==> src/common/cdce_pkg.sv <==
// Package for the configuration completion and chain enable block
package cdce_pkg;
   // ==========================================
   // Sequencer states
   typedef enum logic [5:0] {
      CDCE_RESET    = 6'h01,
      CDCE_LOAD     = 6'h02,
      CDCE_WAIT_HI  = 6'h04,
      CDCE_INIT     = 6'h08,
      CDCE_USER     = 6'h10,
      CDCE_ERROR    = 6'h20
   } cdce_state_t;

   // ==========================================
   // Counts and reset values
   localparam int CDCE_INIT_CYCLES = 16;
   localparam int CDCE_CNT_W = 16;
   localparam logic CDCE_RST_DRIVE_LOW = 1'b1;
   localparam logic CDCE_RST_CHAIN_N = 1'b1;
   // Pins idle high, so no false request edge after reset
   localparam logic [3:0] CDCE_SYNC_RST = 4'hF;
endpackage

==> src/hw/cdce_top.sv <==
// Configuration completion line and chain enable sequencer
//
// Behaviour
// Hold completion line low until load done
// Release completion line on error-free load
// Ignore completion line low in user mode
// Others never pull completion line early
// Initialise only after completion line reads high
// Accept configuration only while enable is low
// Enable held low through all phases
// Single device ties enable low
// Chain output feeds next device enable
// Enable held low for boundary-scan programming
// Drive chain output low when configured
// Pull error line low on load error
// Request low resets; rising edge reloads
// Chain output high until configured
`timescale 1ns/100ps
module cdce_top
   import cdce_pkg::*;
#(
   parameter int INIT_CYCLES = cdce_pkg::CDCE_INIT_CYCLES
) (
   input wire logic core_clk,
   input wire logic arst_n,
   input wire logic config_request_n,
   input wire logic chip_enable_n,
   input wire logic load_done,
   input wire logic load_error,
   input wire logic config_complete_line_in,
   output logic config_complete_line_out,
   output logic config_complete_line_oe,
   input wire logic error_status_line_n_in,
   output logic error_status_line_n_out,
   output logic error_status_line_n_oe,
   output logic chain_enable_out_n,
   output logic config_enable,
   output logic user_mode,
   output logic user_pins_float
);
   import cdce_pkg::*;

   // ==========================================
   // Pin synchronisers
   logic [3:0] pins_raw;
   logic [3:0] pins_sync;
   logic req_n_s;
   logic ce_n_s;
   logic done_s;
   logic stat_s;
   logic req_n_d;

   assign pins_raw = {config_request_n, chip_enable_n,
                      config_complete_line_in, error_status_line_n_in};

   cdce_sync #(.WIDTH(4), .RST_VAL(CDCE_SYNC_RST)) u_sync (
      .core_clk(core_clk),
      .arst_n(arst_n),
      .din(pins_raw),
      .dout(pins_sync)
   );

   assign req_n_s = pins_sync[3];
   assign ce_n_s = pins_sync[2];
   assign done_s = pins_sync[1];
   assign stat_s = pins_sync[0];

   always_ff @(posedge core_clk or negedge arst_n) begin
      if (!arst_n) begin
         req_n_d <= 1'b1;
      end else begin
         req_n_d <= req_n_s;
      end
   end

   // ==========================================
   // Sequencer
   cdce_state_t state;
   cdce_state_t next_state;
   logic [CDCE_CNT_W-1:0] init_cnt;
   logic init_last;
   logic req_rise;

   assign req_rise = req_n_s && !req_n_d;
   assign init_last = (init_cnt == CDCE_CNT_W'(INIT_CYCLES - 1));

   always_comb begin
      next_state = state;
      case (state)
         CDCE_RESET: begin
            if (req_rise) begin
               next_state = CDCE_LOAD;
            end
         end
         CDCE_LOAD: begin
            // Enable high simply stalls the load
            if (!ce_n_s && load_error) begin
               next_state = CDCE_ERROR;
            end else if (!ce_n_s && load_done) begin
               next_state = CDCE_WAIT_HI;
            end
         end
         CDCE_WAIT_HI: begin
            // External low before user mode is a fault
            if (!stat_s) begin
               next_state = CDCE_ERROR;
            end else if (done_s) begin
               next_state = CDCE_INIT;
            end
         end
         CDCE_INIT: begin
            if (!stat_s || !done_s) begin
               next_state = CDCE_ERROR;
            end else if (init_last) begin
               next_state = CDCE_USER;
            end
         end
         CDCE_USER: begin
            next_state = CDCE_USER;
         end
         CDCE_ERROR: begin
            next_state = CDCE_ERROR;
         end
         default: begin
            next_state = CDCE_RESET;
         end
      endcase
      // Request low overrides every state
      if (!req_n_s) begin
         next_state = CDCE_RESET;
      end
   end

   always_ff @(posedge core_clk or negedge arst_n) begin
      if (!arst_n) begin
         state <= CDCE_RESET;
      end else begin
         state <= next_state;
      end
   end

   always_ff @(posedge core_clk or negedge arst_n) begin
      if (!arst_n) begin
         init_cnt <= '0;
      end else if (state == CDCE_INIT) begin
         init_cnt <= init_cnt + CDCE_CNT_W'(1);
      end else begin
         init_cnt <= '0;
      end
   end

   // ==========================================
   // Open-drain lines, chain output, status
   always_ff @(posedge core_clk or negedge arst_n) begin
      if (!arst_n) begin
         config_complete_line_oe <= CDCE_RST_DRIVE_LOW;
      end else begin
         config_complete_line_oe <= (next_state == CDCE_RESET) ||
                                    (next_state == CDCE_LOAD) ||
                                    (next_state == CDCE_ERROR);
      end
   end

   always_ff @(posedge core_clk or negedge arst_n) begin
      if (!arst_n) begin
         error_status_line_n_oe <= 1'b0;
      end else begin
         error_status_line_n_oe <= (next_state == CDCE_ERROR);
      end
   end

   // Open-drain: data is always low, oe decides
   always_ff @(posedge core_clk or negedge arst_n) begin
      if (!arst_n) begin
         config_complete_line_out <= 1'b0;
         error_status_line_n_out <= 1'b0;
      end else begin
         config_complete_line_out <= 1'b0;
         error_status_line_n_out <= 1'b0;
      end
   end

   always_ff @(posedge core_clk or negedge arst_n) begin
      if (!arst_n) begin
         chain_enable_out_n <= CDCE_RST_CHAIN_N;
      end else begin
         chain_enable_out_n <= !((next_state == CDCE_INIT) ||
                                 (next_state == CDCE_USER));
      end
   end

   always_ff @(posedge core_clk or negedge arst_n) begin
      if (!arst_n) begin
         config_enable <= 1'b0;
         user_mode <= 1'b0;
         user_pins_float <= 1'b1;
      end else begin
         config_enable <= (next_state == CDCE_LOAD) && !ce_n_s;
         user_mode <= (next_state == CDCE_USER);
         user_pins_float <= (next_state != CDCE_USER);
      end
   end
endmodule

==> src/hw/cdce_sync.sv <==
// Two-flop synchroniser for pin inputs
`timescale 1ns/100ps
module cdce_sync #(
   parameter int WIDTH = 1,
   parameter logic [WIDTH-1:0] RST_VAL = '1
) (
   input wire logic core_clk,
   input wire logic arst_n,
   input wire logic [WIDTH-1:0] din,
   output logic [WIDTH-1:0] dout
);
   logic [WIDTH-1:0] stage1;

   // First stage feeds only the second
   always_ff @(posedge core_clk or negedge arst_n) begin
      if (!arst_n) begin
         stage1 <= RST_VAL;
         dout <= RST_VAL;
      end else begin
         stage1 <= din;
         dout <= stage1;
      end
   end
endmodule

==> config.mk <==
export PLATFORM = sky130hd
export DESIGN_NAME = cdce_top
export DESIGN_NICKNAME = d
export VERILOG_FILES = /design/src/common/cdce_pkg.sv /design/src/hw/cdce_top.sv /design/src/hw/cdce_sync.sv
export SDC_FILE = /design/constraint.sdc
export NUM_CORES = 1
export LEC_CHECK = 0
export BUFFER_PORTS_ARGS = -buffer_cell sky130_fd_sc_hd__buf_2
export CORE_MARGIN = 5
export CORE_UTILIZATION = 45
export CTS_BUF_LIST = sky130_fd_sc_hd__clkbuf_8 sky130_fd_sc_hd__clkbuf_16
export CTS_CLUSTER_DIAMETER = 80
export DETAILED_ROUTE_END_ITERATION = 6
export GPL_ROUTABILITY_DRIVEN = 0
export MAX_ROUTING_LAYER = met4
export PLACE_DENSITY_LB_ADDON = 0.3
export SLEW_MARGIN = 20
export SYNTH_ARGS = -nofsm -noshare
export SYNTH_HDL_FRONTEND = slang
export SYNTH_SLANG_ARGS = --single-unit
==> constraint.sdc <==
create_clock -name core_clk -period 1.9 [get_ports core_clk]
set_input_delay 0.285 -clock core_clk [delete_from_list [all_inputs] [get_ports core_clk]]
set_output_delay 0.285 -clock core_clk [all_outputs]
set_load 0.02 [all_outputs]
==> results of run 1 <==
sequential cells by signal, indices dropped and copies added, names as in the netlist:
register / flops
user_pins_float: 1
state: 6
user_mode: 1
u_sync.dout: 4
init_cnt: 16
req_n_d: 1
error_status_line_n_oe: 1
config_complete_line_oe: 1
u_sync.stage1: 4
chain_enable_out_n: 1
config_enable: 1
layout by cell type (no fill, tap or decap), types with 5 or more instances in the layout:
cell type and n:
sky130_fd_sc_hd__dfrtp_1 24, sky130_fd_sc_hd__nor2_1 16, sky130_fd_sc_hd__dfstp_2 13, sky130_fd_sc_hd__buf_2 13
sky130_fd_sc_hd__nand2_1 8, sky130_fd_sc_hd__xor2_1 8, sky130_fd_sc_hd__nand4_1 7, sky130_fd_sc_hd__nor4_1 6
sky130_fd_sc_hd__a21oi_1 6, sky130_fd_sc_hd__nand3_1 6, sky130_fd_sc_hd__clkbuf_8 5
area by class of cell:
cell class / instances / area [um2]
clock inverters: 3 / 17.52
inverters: 4 / 15.01
multi-input cells: 106 / 695.7
flip-flops and latches: 37 / 942.2
well taps: 48 / 60.06
fillers: 319 / 1747
clock buffers: 5 / 68.82
repair buffers: 16 / 87.58
kinds of logic after synthesis:
group / Yosys count / share of synthesized area
buffers and inverters: 9 / 0.02754
other: 1 / 0.002232
adder cells (fa/ha/maj): 1 / 0.007445
AO/OA/AOI/OAI: 24 / 0.1028
flip-flops: 37 / 0.5607
AND/OR/NAND/NOR: 67 / 0.2368
XOR/XNOR: 12 / 0.06255
layer usage:
metal | vias to the layer above | GRT usage
met5 | - | -
met4 | 0 | 0.07098
met3 | 7 | 0.04119
met2 | 27 | 0.1957
met1 | 602 | 0.1836
li1 | 580 | -
worst max path at each step:
stage	endpoint	from	cells after the start
2_1_floorplan	init_cnt[12]	init_cnt[0]	6
3_3_place_gp	init_cnt[14]	init_cnt[0]	5
3_5_place_dp	init_cnt[12]	init_cnt[0]	5
4_1_cts	init_cnt[12]	init_cnt[0]	5
5_1_grt	init_cnt[12]	init_cnt[0]	5
6_report	init_cnt[12]	init_cnt[0]	5
worst register-to-register path: stages (launching register included):
cell	delay (ns)
sky130_fd_sc_hd__dfrtp_1	0.41
sky130_fd_sc_hd__ha_1	0.21
sky130_fd_sc_hd__and3_1	0.27
sky130_fd_sc_hd__nand4_1	0.22
sky130_fd_sc_hd__or3_1	0.37
sky130_fd_sc_hd__a21oi_1	0.16
power by group:
group | leakage [nW] | total, mW | internal [mW] | switching [mW]
Clock | 0.0439 | 0.525 | 0.253 | 0.272
Combinational | 0.246 | 0.118 | 0.0487 | 0.0696
Sequential | 0.471 | 0.851 | 0.825 | 0.0258
per-stage QoR:
stage	worst slack (ns)	hold slack, ns
after global placement	0.3221	0.3456
after global routing	0.05421	0.07589
after CTS	0.2159	0.07203
after detailed placement	0.2247	0.3469
after floorplan	0.3811	-0.01059
final	0.2046	0.07009
==> results list, run 1 <==
* Result of the run: finished clean
- The worst register-to-register path has a depth of 5.
- Path class of the lowest-slack min-delay path: in2async
- Setup violations remaining at the end of the flow were counted as 0.
- Total negative slack for setup checks: 0 ns
* Count of distinct cell types in the synthesized netlist: 42
- Total die area: 0.005056 mm2
- Number of global-route vias before repair: 1124
- After clock tree synthesis, the clock-pin slew on the worst setup and hold paths is 0.08 ns.
* Cell Area, Placed: between 0.0015 and 0.002 mm2
* Share of the synthesized area in the top cell type: 0.3574
- At the worst endpoint, the arrival time is 1.91 ns.
* Synthesized instance count: 151
* Total overflow reported by the global router: 0
* Area growth syn-to-layout: 12.29%
- Clock Root Buffer: sky130_fd_sc_hd__clkbuf_8
* Count of nets after finishing: about 180
- Antenna-violating nets left: 0
- The die is 71.11 um wide.
- The routed design uses 137 um of met3 wire.
* FF-to-FF Start: init_cnt[0]
- HPWL after detailed placement: 2191 um
- Worst reg-to-reg setup slack: 0.20 ns
- Max transition margin: 0.4831
- CP Launch Type: flop
- CORE AREA: around 0.0036 mm2
* Category of the most critical setup path: reg2reg
- STA classifies the critical path endpoint as a flop.
- In the final routing, the length of wire on met1 measures roughly 1400 um.
- Placed Cells: 211
- Largest net degree at the start of global routing: 38
* Cell type with the highest aggregate area in the netlist: sky130_fd_sc_hd__dfrtp_1
* Power after layout: around 1.5 mW
- The slowest stage of the critical path belongs to the cell sky130_fd_sc_hd__dfrtp_1.
* Worst path cell trace: ha_1, and3_1, nand4_1, or3_1, a21oi_1
- On the worst path, the slowest cell contributes a delay of 0.41 ns.
- For this run, the share of the core covered by cells in the final layout is 0.5193.
- Post-CTS Setup Bufs: 0
- Of the cells placed in the final design, the portion with a size suffix greater than 1 is 0.2515.
* Minimum period implied by the final worst setup slack: approximately 1.7 ns
- After routing the design area is 0.001887 mm2.
* Antenna cell count: 0
- The detailed router finished its first iteration with 72 violations.
* Ports: 16
- Cell area after synthesis: 0.001680 mm2
* Source-to-sink clock delay at the later pin of the worst-skew pair: about 0.29 ns
* Initial standard-cell utilization of the core: 0.4625
* Top-count cell post-synth: sky130_fd_sc_hd__dfrtp_1
- In this run the top signal layer used is met4.
* GRT Overall Usage: 0.1400
* Aggregate routed wire length: roughly 3100 um
- Dividing the detail-routed via count by the number of cells gives 5.553.
* Number of synthesized flops with an enable pin: 0
* Final hold viol count: 0
* Ys async rst share: 1.000
- # DRC: 0
- Clock Sink Count: 37
- In this run the worst path has a maximum fanout of 5.
- Port Buf Inserts: 13
- The first global-routing pass estimated 5409 um of wire.
* Synthesis warning total: 0
- Leakage component of the power: 0.7616 nW
* Max-cap viol count: 0
* Count of vias placed by the detailed router: 1216
* Synthesized flop and latch total: 37
- Routed length per instance: 14.02 um
- Dividing the final minimum period by the clock period gives 0.8923.
- Worst flop-to-flop path endpoint: init_cnt[12]
- Top cells by instance count after synthesis: sky130_fd_sc_hd__dfrtp_1, sky130_fd_sc_hd__nor2_1, sky130_fd_sc_hd__dfstp_2, sky130_fd_sc_hd__nand2_1, sky130_fd_sc_hd__xor2_1
- TritonCTS built the clock tree.
- On the critical path the largest part of the delay comes from simple AND/OR/NAND/NOR gates.
- Count of buffer and inverter cells on the critical path: 0
* Count of non-filler cells in the finished layout: ~220
- Post-synth top flop: sky130_fd_sc_hd__dfrtp_1
- Power spread over the standard cell area amounts to 791.9 mW/mm2.
- From bottom edge to top edge, the die measures a little over 70 um.
- Buffers inserted during clock tree synthesis total 5.
- At the pin with the least slew margin, the transition time is 0.7753 ns.
- Count of H-tree levels built during CTS: 2
- Data on the critical path is required at its endpoint by 2.12 ns.
- The routed design uses roughly 1500 um of met2 wire.
- The max-slew violation count came to 0.
- Number of optimization iterations in the first detailed-route pass: 4
- Average cell area after synthesis: around 11 um2
- For the final database, setup skew stands at 0.008148 ns.
* Num rows: 22
- The number of gates resized after CTS was 0.
* Max frequency: 589.8 MHz
- Setup repair after global routing left no endpoint under its margin.
- For this design, the CTS-stage hold fixing added 0 buffers.
- IR analysis of the VDD net gives a maximum drop of 0.5968 mV.
- The longest clock path from root to sink contains 2 buffers.
- Of the synthesized area, sequential elements account for 0.5607.
- After synthesis, the cell types taking the most area are sky130_fd_sc_hd__dfrtp_1, sky130_fd_sc_hd__dfstp_2, sky130_fd_sc_hd__xor2_1.
- Number of antenna violations at the first check in global routing: 0
No activity file was read; power rests on OpenSTA's default activity.
==> inputs of run 2 (changes only) <==
- CORE_UTILIZATION: 45 -> 42
==> results list, run 2 (synthesis results as in run 1) <==
- Result of the run: finished clean (unchanged).
- The remaining design rule violation count is 0 (unchanged).
* Category of the most critical setup path: reg2reg (unchanged)
* CORE AREA: 0.003943 mm2 (was 0.003633 mm2)
* Total negative slack for setup checks: 0 ns (unchanged)
* Fill cell total of the finished layout: 357 (was 319)
- The post-CTS setup buffer count was 0 (unchanged).
- The total power draw came to 1.706 mW (was 1.494 mW).
- Max FO, Critical Path: 5 (unchanged)
* Count of nets after finishing: 178 (was 179)
- Required time of the critical path: 2.11 ns (was 2.12 ns)
- The delay contributed by the slowest stage of the critical path came to 0.41 ns (about the same).
* Number of global-route vias before repair: 1161 (was 1124)
- Final hold viol count: 0 (unchanged)
- Placed Cells: 212 (was 211)
- The violation count after the first detailed-routing iteration is 110 (was 72).
- Routed length per instance: 13.64 um (was 14.02 um)
- The initial core utilization came to 0.4262 (was 0.4625).
- Top Registers: init_cnt (16), state (6) (unchanged)
- Largest net degree at the start of global routing: 38 (unchanged)
* Antenna cell count: 0 (unchanged)
- Share of cells above drive strength 1: 0.2471 (was 0.2515)
* Number of optimization iterations in the first detailed-route pass: 4 (unchanged)
- FF+latch area: 942.2 um2 (unchanged)
- Maximum vdd drop: 0.3338 mV (was 0.5968 mV)
- Setup ws final: 0.2261 ns (was 0.2046 ns)
- Num CTS Buffers: 5 (unchanged)
- The arrival time of the worst setup path was 1.88 ns (was 1.91 ns).
* Total die area: 0.005366 mm2 (was 0.005056 mm2)
- The y dimension of the die was 73.25 um (was 71.11 um).
* Count of vias placed by the detailed router: 1227 (was 1216)
- Most common cell after layout, fill and taps aside: sky130_fd_sc_hd__dfrtp_1 (unchanged)
- Crit path max-delay cell type: sky130_fd_sc_hd__dfrtp_1 (unchanged)
- The first-pass GRT wire length is 5313 um (was 5409 um).
- Average vias per placed instance: 5.577 (was 5.553)
- Max Clock Skew: 0.003285 ns (was 0.008148 ns)
* Final Max Tran Viols: 0 (unchanged)
- The worst slew margin relative to its limit was 0.4753 (was 0.4831).
* GRT Overall Usage: 0.1319 (was 0.1400)
- Worst path cell trace: ha_1, and3_1, nand4_1, or3_1, a21oi_1 (unchanged).
- The post-route antenna net violation count was 0 (unchanged).
* Area growth syn-to-layout: 14.52% (was 12.29%)
- Count of H-tree levels built during CTS: 2 (unchanged)
- The final instance count without filler cells came to 220 (was 219).
- Number of flip-flops under the largest register name: 16 (unchanged)
- The number of buffers on the longest clock path is 2 (unchanged).
- The die boundary width came to 73.25 um (was 71.11 um).
- The initial antenna violation count was 0 (unchanged).
* Largest register by flop count: init_cnt (unchanged)
- Port Buf Inserts: 13 (unchanged)
- The slew at the pin with the worst max-slew slack came to 0.7871 ns (was 0.7753 ns).
* Source-to-sink clock delay at the later pin of the worst-skew pair: 0.28 ns (was 0.29 ns)
* Kind of end point of the critical path: flop (unchanged)
- Path class of the lowest-slack min-delay path: in2async (unchanged)
- The share of the clock period used by the worst path after layout was 0.8810 (was 0.8923).
* Most frequent cells in the layout: sky130_fd_sc_hd__dfrtp_1, sky130_fd_sc_hd__nor2_1, sky130_fd_sc_hd__dfstp_2, sky130_fd_sc_hd__buf_2 (unchanged)
- The post-cts resize count is 0 (unchanged).
- Clock edge transition at the registers on the reported setup and hold paths: 0.07 ns (was 0.08 ns)
* Power per cell area: 886.7 mW/mm2 (was 791.9 mW/mm2)
- The minimum clock period after layout came to 1.674 ns (was 1.695 ns).
* Total overflow reported by the global router: 0 (unchanged)
- Aggregate routed wire length: 3001 um (was 3070 um)
* Quantity of hold-fixing buffers added after cts: 0 (unchanged)
- TritonCTS clock tree: yes (unchanged)
- Leakage component of the power: 0.7788 nW (was 0.7616 nW)
- Clock Sink Count: 37 (unchanged)
* Max frequency: 597.4 MHz (was 589.8 MHz)
* Max-cap viol count: 0 (unchanged)
- Footprint of the multi-input gates: 695.7 um2 (unchanged)
* Worst hold margin: 0.08123 ns (was 0.07009 ns)
- RSZ-0062 raised after global routing: no (unchanged)
- Num rows: 23 (was 22)
* HPWL after detailed placement: 2090 um (was 2191 um)
* Final setup violating endpoints: 0 (unchanged)
- The clock tree root driver cell is sky130_fd_sc_hd__clkbuf_8 (unchanged).
* Ports: 16 (unchanged)
* CP Launch Type: flop (unchanged)
* Minimum setup slack after placement: 0.2330 ns (was 0.2247 ns)
run 2: layout make-up:
cell class	instances	share of cell area
sequential	37	0.4896
inverter	4	0.007802
timing repair buffer	15	0.04161
tap	50	0.03251
clock inverter	2	0.01821
clock buffer	6	0.04876
multi-input combinational	106	0.3615
run 2: per-stage QoR:
step	util	area, um2
3_3_place_gp	0.4554	1795
3_5_place_dp	0.4554	1795
4_1_cts	0.4881	1924
2_1_floorplan	-	1684
6_report	0.4881	1924
5_1_grt	0.4881	1924
run 2: path summary, 6_finish.rpt:
check | from | to | slack [ns] | cells after the start
worst max-delay path | init_cnt[0] | init_cnt[14] | 0.23 | 5
worst min-delay path | arst_n | init_cnt[14] | 0.08 | 1
worst max register to register | init_cnt[0] | init_cnt[14] | 0.23 | 5
worst min register to register | u_sync.stage1[2] | u_sync.dout[2] | 0.36 | 0
max in group asynchronous | arst_n | error_status_line_n_oe | 1.32 | 1
min in group core_clk | config_request_n | u_sync.stage1[3] | 0.10 | 1
run 2: report_power, final:
group / switching (mW) / internal [mW] / total [mW]
clock network: 0.273 / 0.468 / 0.742
logic: 0.0703 / 0.0434 / 0.114
registers: 0.0261 / 0.825 / 0.851
run 2: layer usage:
layer | wire length (um) | GRT usage | vias to the layer above | share of wire
li1 | - | - | 578 | -
met1 | 1427 | 0.1716 | 611 | 0.48
met2 | 1362 | 0.1917 | 34 | 0.45
met3 | 179 | 0.03830 | 4 | 0.060
met4 | 31 | 0.05533 | 0 | 0.010
met5 | 0 | - | - | 0
run 2: critical path, delay by kind of cell, from the launching register on:
family | cells | cell delay (ns)
and+or+nand+nor | 3 | 0.84
DFF | 1 | 0.41
AOI/OAI and AO/OA | 1 | 0.14
adders and majority gates | 1 | 0.20
==> inputs of run 3 (changes only) <==
- ABC_CLOCK_PERIOD_IN_PS: unset -> 1600
- CELL_PAD_IN_SITES_DETAIL_PLACEMENT: unset -> 2
- CELL_PAD_IN_SITES_GLOBAL_PLACEMENT: unset -> 2
- CORE_UTILIZATION: 42 -> 38
- clock period: 1.9 -> 1.6 ns (I/O delays scaled with it)
==> results list, run 3 (synthesis results as in run 1) <==
- Result of the run: finished, violations left (was finished clean)
- Violations in the final reports: setup timing
* Share of cells above drive strength 1: 0.5297 (was 0.2471)
- The highest clock frequency the design can meet was 603.3 MHz (was 597.4 MHz).
- Clock edge transition at the registers on the reported setup and hold paths: 0.08 ns (was 0.07 ns)
- Required time of the critical path: 1.82 ns (was 2.11 ns)
- The average detailed-routed wire length per instance came to 22.22 um (was 13.64 um).
* Final cycle utilization of the critical path: 1.036 (was 0.8810)
- The final-report setup violation count was 4 (was 0).
- The pin count of the biggest net entering global routing is 22 (was 38).
- The register containing the most flip-flops in the final layout is init_cnt (unchanged).
- Switching power summed over all nets: 521.0 uW (was 369.8 uW)
* Category of the most critical setup path: reg2reg (unchanged)
* Most frequent cells in the layout: sky130_fd_sc_hd__buf_4, sky130_fd_sc_hd__dfrtp_1, sky130_fd_sc_hd__nor2_1, sky130_fd_sc_hd__dfstp_2, sky130_fd_sc_hd__buf_2 (was sky130_fd_sc_hd__dfrtp_1, sky130_fd_sc_hd__nor2_1, sky130_fd_sc_hd__dfstp_2, sky130_fd_sc_hd__buf_2)
* Crit path to: init_cnt[14] (unchanged)
- Source-to-sink clock delay at the later pin of the worst-skew pair: 0.29 ns (was 0.28 ns)
* Cell Area, Placed: 0.001901 mm2 (was 0.001795 mm2)
- The count of endpoints failing hold in the final timing report is 0 (unchanged).
* Max incr delay on CP: 0.46 ns (was 0.41 ns)
- The number of nets in the layout came to 210 (was 178).
- Count of buffer and inverter cells on the critical path: 0 (unchanged)
- The setup TNS after final layout was -0.1065 ns (was 0 ns).
* Fill cell total of the finished layout: 422 (was 357)
- The combinational group share of total power was 0.116 (was 0.067).
- Clock Tree Buf Depth: 2 (unchanged)
* Minimum setup slack after placement: -0.06473 ns (was 0.2330 ns)
- The initial antenna violation count was 0 (unchanged).
- The internal portion of total power is 1.557 mW (was 1.337 mW).
- The number of input and output port buffers inserted is 13 (unchanged).
* HPWL after detailed placement: 3280 um (was 2090 um)
* Setup ws final: -0.05759 ns (was 0.2261 ns)
- RSZ-0062 raised after global routing: yes (was no)
- The first-pass GRT wire length came to 8514 um (was 5313 um).
- The initial core utilization came to 0.3886 (was 0.4262).
- The kind of launch point of the worst setup path was a flop (unchanged).
* Maximum vdd drop: 0.5296 mV (was 0.3338 mV)
- The number of placed instances with taps included is 226 (was 212).
- The total number of vias came to 1400 (was 1227).
- The reg2reg setup slack was -0.06 ns (was 0.23 ns).
* Crit path max-delay cell type: sky130_fd_sc_hd__or3_1 (was sky130_fd_sc_hd__dfrtp_1)
- The fraction of power spent switching nets was 0.2507 (was 0.2167).
- The total overflow reported by the global router is 0 (unchanged).
* Critical Path AT: 1.88 ns (about the same)
* Sequential group share of total power: 0.486 (was 0.499)
* Antenna cell count: 0 (unchanged)
- Worst flop-to-flop path endpoint: init_cnt[14] (unchanged)
- The combined global-route utilization of all metal layers came to 0.1901 (was 0.1319).
* Max Clock Skew: 0.009893 ns (was 0.003285 ns)
* Area growth syn-to-layout: 39.24% (was 14.52%)
- The depth of the most critical reg-to-reg path is 5 (unchanged).
* Number of cells on the critical path: 5 (unchanged)
- The critical path endpoint category was a flop (unchanged).
- The row count was 24 (was 23).
* Minimum period implied by the final worst setup slack: 1.658 ns (was 1.674 ns)
- Number of global-route vias before repair: 1598 (was 1161)
- FF-to-FF Start: init_cnt[1] (was init_cnt[0])
- The core region area was 0.004324 mm2 (was 0.003943 mm2).
- The y dimension of the die is 76.50 um (was 73.25 um).
- Power per cell area: 888.0 mW/mm2 (was 886.7 mW/mm2)
* Top Registers: init_cnt (16), state (6) (unchanged)
- The most common cell after layout, fill and taps aside is sky130_fd_sc_hd__buf_4 (was sky130_fd_sc_hd__dfrtp_1).
- Power after layout: 2.078 mW (was 1.706 mW)
* Ports: 16 (unchanged)
- The post-route antenna net violation count is 0 (unchanged).
- The final hold slack is 0.03728 ns (was 0.08123 ns).
- The via density per instance was 5.512 (was 5.577).
* Number of optimization iterations in the first detailed-route pass: 4 (unchanged)
- Total die area: 0.005852 mm2 (was 0.005366 mm2)
- Width of the die: 76.50 um (was 73.25 um)
* Clock Sink Count: 37 (unchanged)
* TritonCTS clock tree: yes (unchanged)
- The cell class contributing the biggest share of worst-path delay was simple AND/OR/NAND/NOR gates (unchanged).
- Number of flip-flops under the largest register name: 16 (unchanged)
- Aggregate routed wire length: 5644 um (was 3001 um)
- The remaining design rule violation count came to 0 (unchanged).
- The number of maximum-capacitance constraint violations is 0 (unchanged).
- The violation count after the first detailed-routing iteration was 50 (was 110).
* Count of H-tree levels built during CTS: 2 (unchanged)
- Worst path cell trace: ha_2, and3_4, nand4_1, or3_1, a21oi_2 (was ha_1, and3_1, nand4_1, or3_1, a21oi_1)
- Timing startpoint of the critical path: init_cnt[1] (was init_cnt[0])
- Design Area, Final: 0.002340 mm2 (was 0.001924 mm2)
- Count of non-filler cells in the finished layout: 254 (was 220)
* Clock Root Buffer: sky130_fd_sc_hd__clkbuf_8 (unchanged)
* Path class of the lowest-slack min-delay path: in2reg (was in2async)
- Num CTS Buffers: 5 (unchanged)
- Max FO, Critical Path: 5 (unchanged)
- Final Max Tran Viols: 0 (unchanged)
- Leakage component of the power: 0.9615 nW (was 0.7788 nW)
- Share of total power in the clock network: 0.397 (was 0.435)
- Utilization of the core after routing: 0.5411 (was 0.4881)
-- run 3: changes by cell type in the layout (fill, tap and decap cells not counted), sizes merged --
cell	previous run	this run
buf	15	46
clkbuf	6	5
clkinvlp	0	1
dlygate4sd3	0	1
-- run 3: how the worst min path moves through the flow --
stage                  start                to  slack (ns)  depth (start not counted)
4_1_cts        chip_enable_n  u_sync.stage1[2]        0.03                          1
3_5_place_dp          arst_n      init_cnt[12]        0.21                          1
3_3_place_gp          arst_n      init_cnt[12]        0.20                          1
5_1_grt        chip_enable_n  u_sync.stage1[2]        0.02                          1
2_1_floorplan         arst_n     config_enable       -0.06                          0
6_report       chip_enable_n  u_sync.stage1[2]        0.04                          1
-- run 3: final cells by class --
class / instances / area [um2] / area share
well taps: 52 / 65.06 / 0.02781
clock inverters: 3 / 46.29 / 0.01979
flip-flops and latches: 37 / 950.9 / 0.4064
clock buffers: 5 / 68.82 / 0.02941
inverters: 4 / 15.01 / 0.006417
repair buffers: 47 / 346.6 / 0.1481
multi-input cells: 106 / 847.1 / 0.3620
-- run 3: worst register-to-register path, cell delays in order, from the launching register on --
cell and delay (ns):
sky130_fd_sc_hd__dfrtp_1 0.38, sky130_fd_sc_hd__ha_2 0.19, sky130_fd_sc_hd__and3_4 0.20, sky130_fd_sc_hd__nand4_1 0.23
sky130_fd_sc_hd__or3_1 0.46, sky130_fd_sc_hd__a21oi_2 0.12
-- run 3: per-layer routing --
| metal | global-route usage | share of wire |
|---|---|---|
| met3 | 0.03901 | 0.024 |
| met4 | 0.04895 | 0.0060 |
| met2 | 0.3467 | 0.56 |
| met5 | - | 0 |
| met1 | 0.2091 | 0.41 |
-- run 3: repair_timing --
| action | CTS | global route |
|---|---|---|
| pin swaps | 5 | 10 |
| gates resized for setup | 15 | 27 |
| setup endpoints to repair | 16 | 17 |
| endpoints found under the hold margin | 16 | 0 |
| hold buffers | 1 | 0 |
| setup buffers | 11 | 8 |
-- run 3: power by group through the flow --
| stage | clock (mW) | sequential [mW] | combinational [mW] |
|---|---|---|---|
| after floorplan | 0 | 1.03 | 0.0814 |
| after global placement | 0 | 1.02 | 0.163 |
| after detailed placement | 0 | 1.03 | 0.175 |
| after CTS | 0.837 | 1.01 | 0.221 |
| after global routing | 0.880 | 1.01 | 0.263 |
| final | 0.826 | 1.01 | 0.241 |
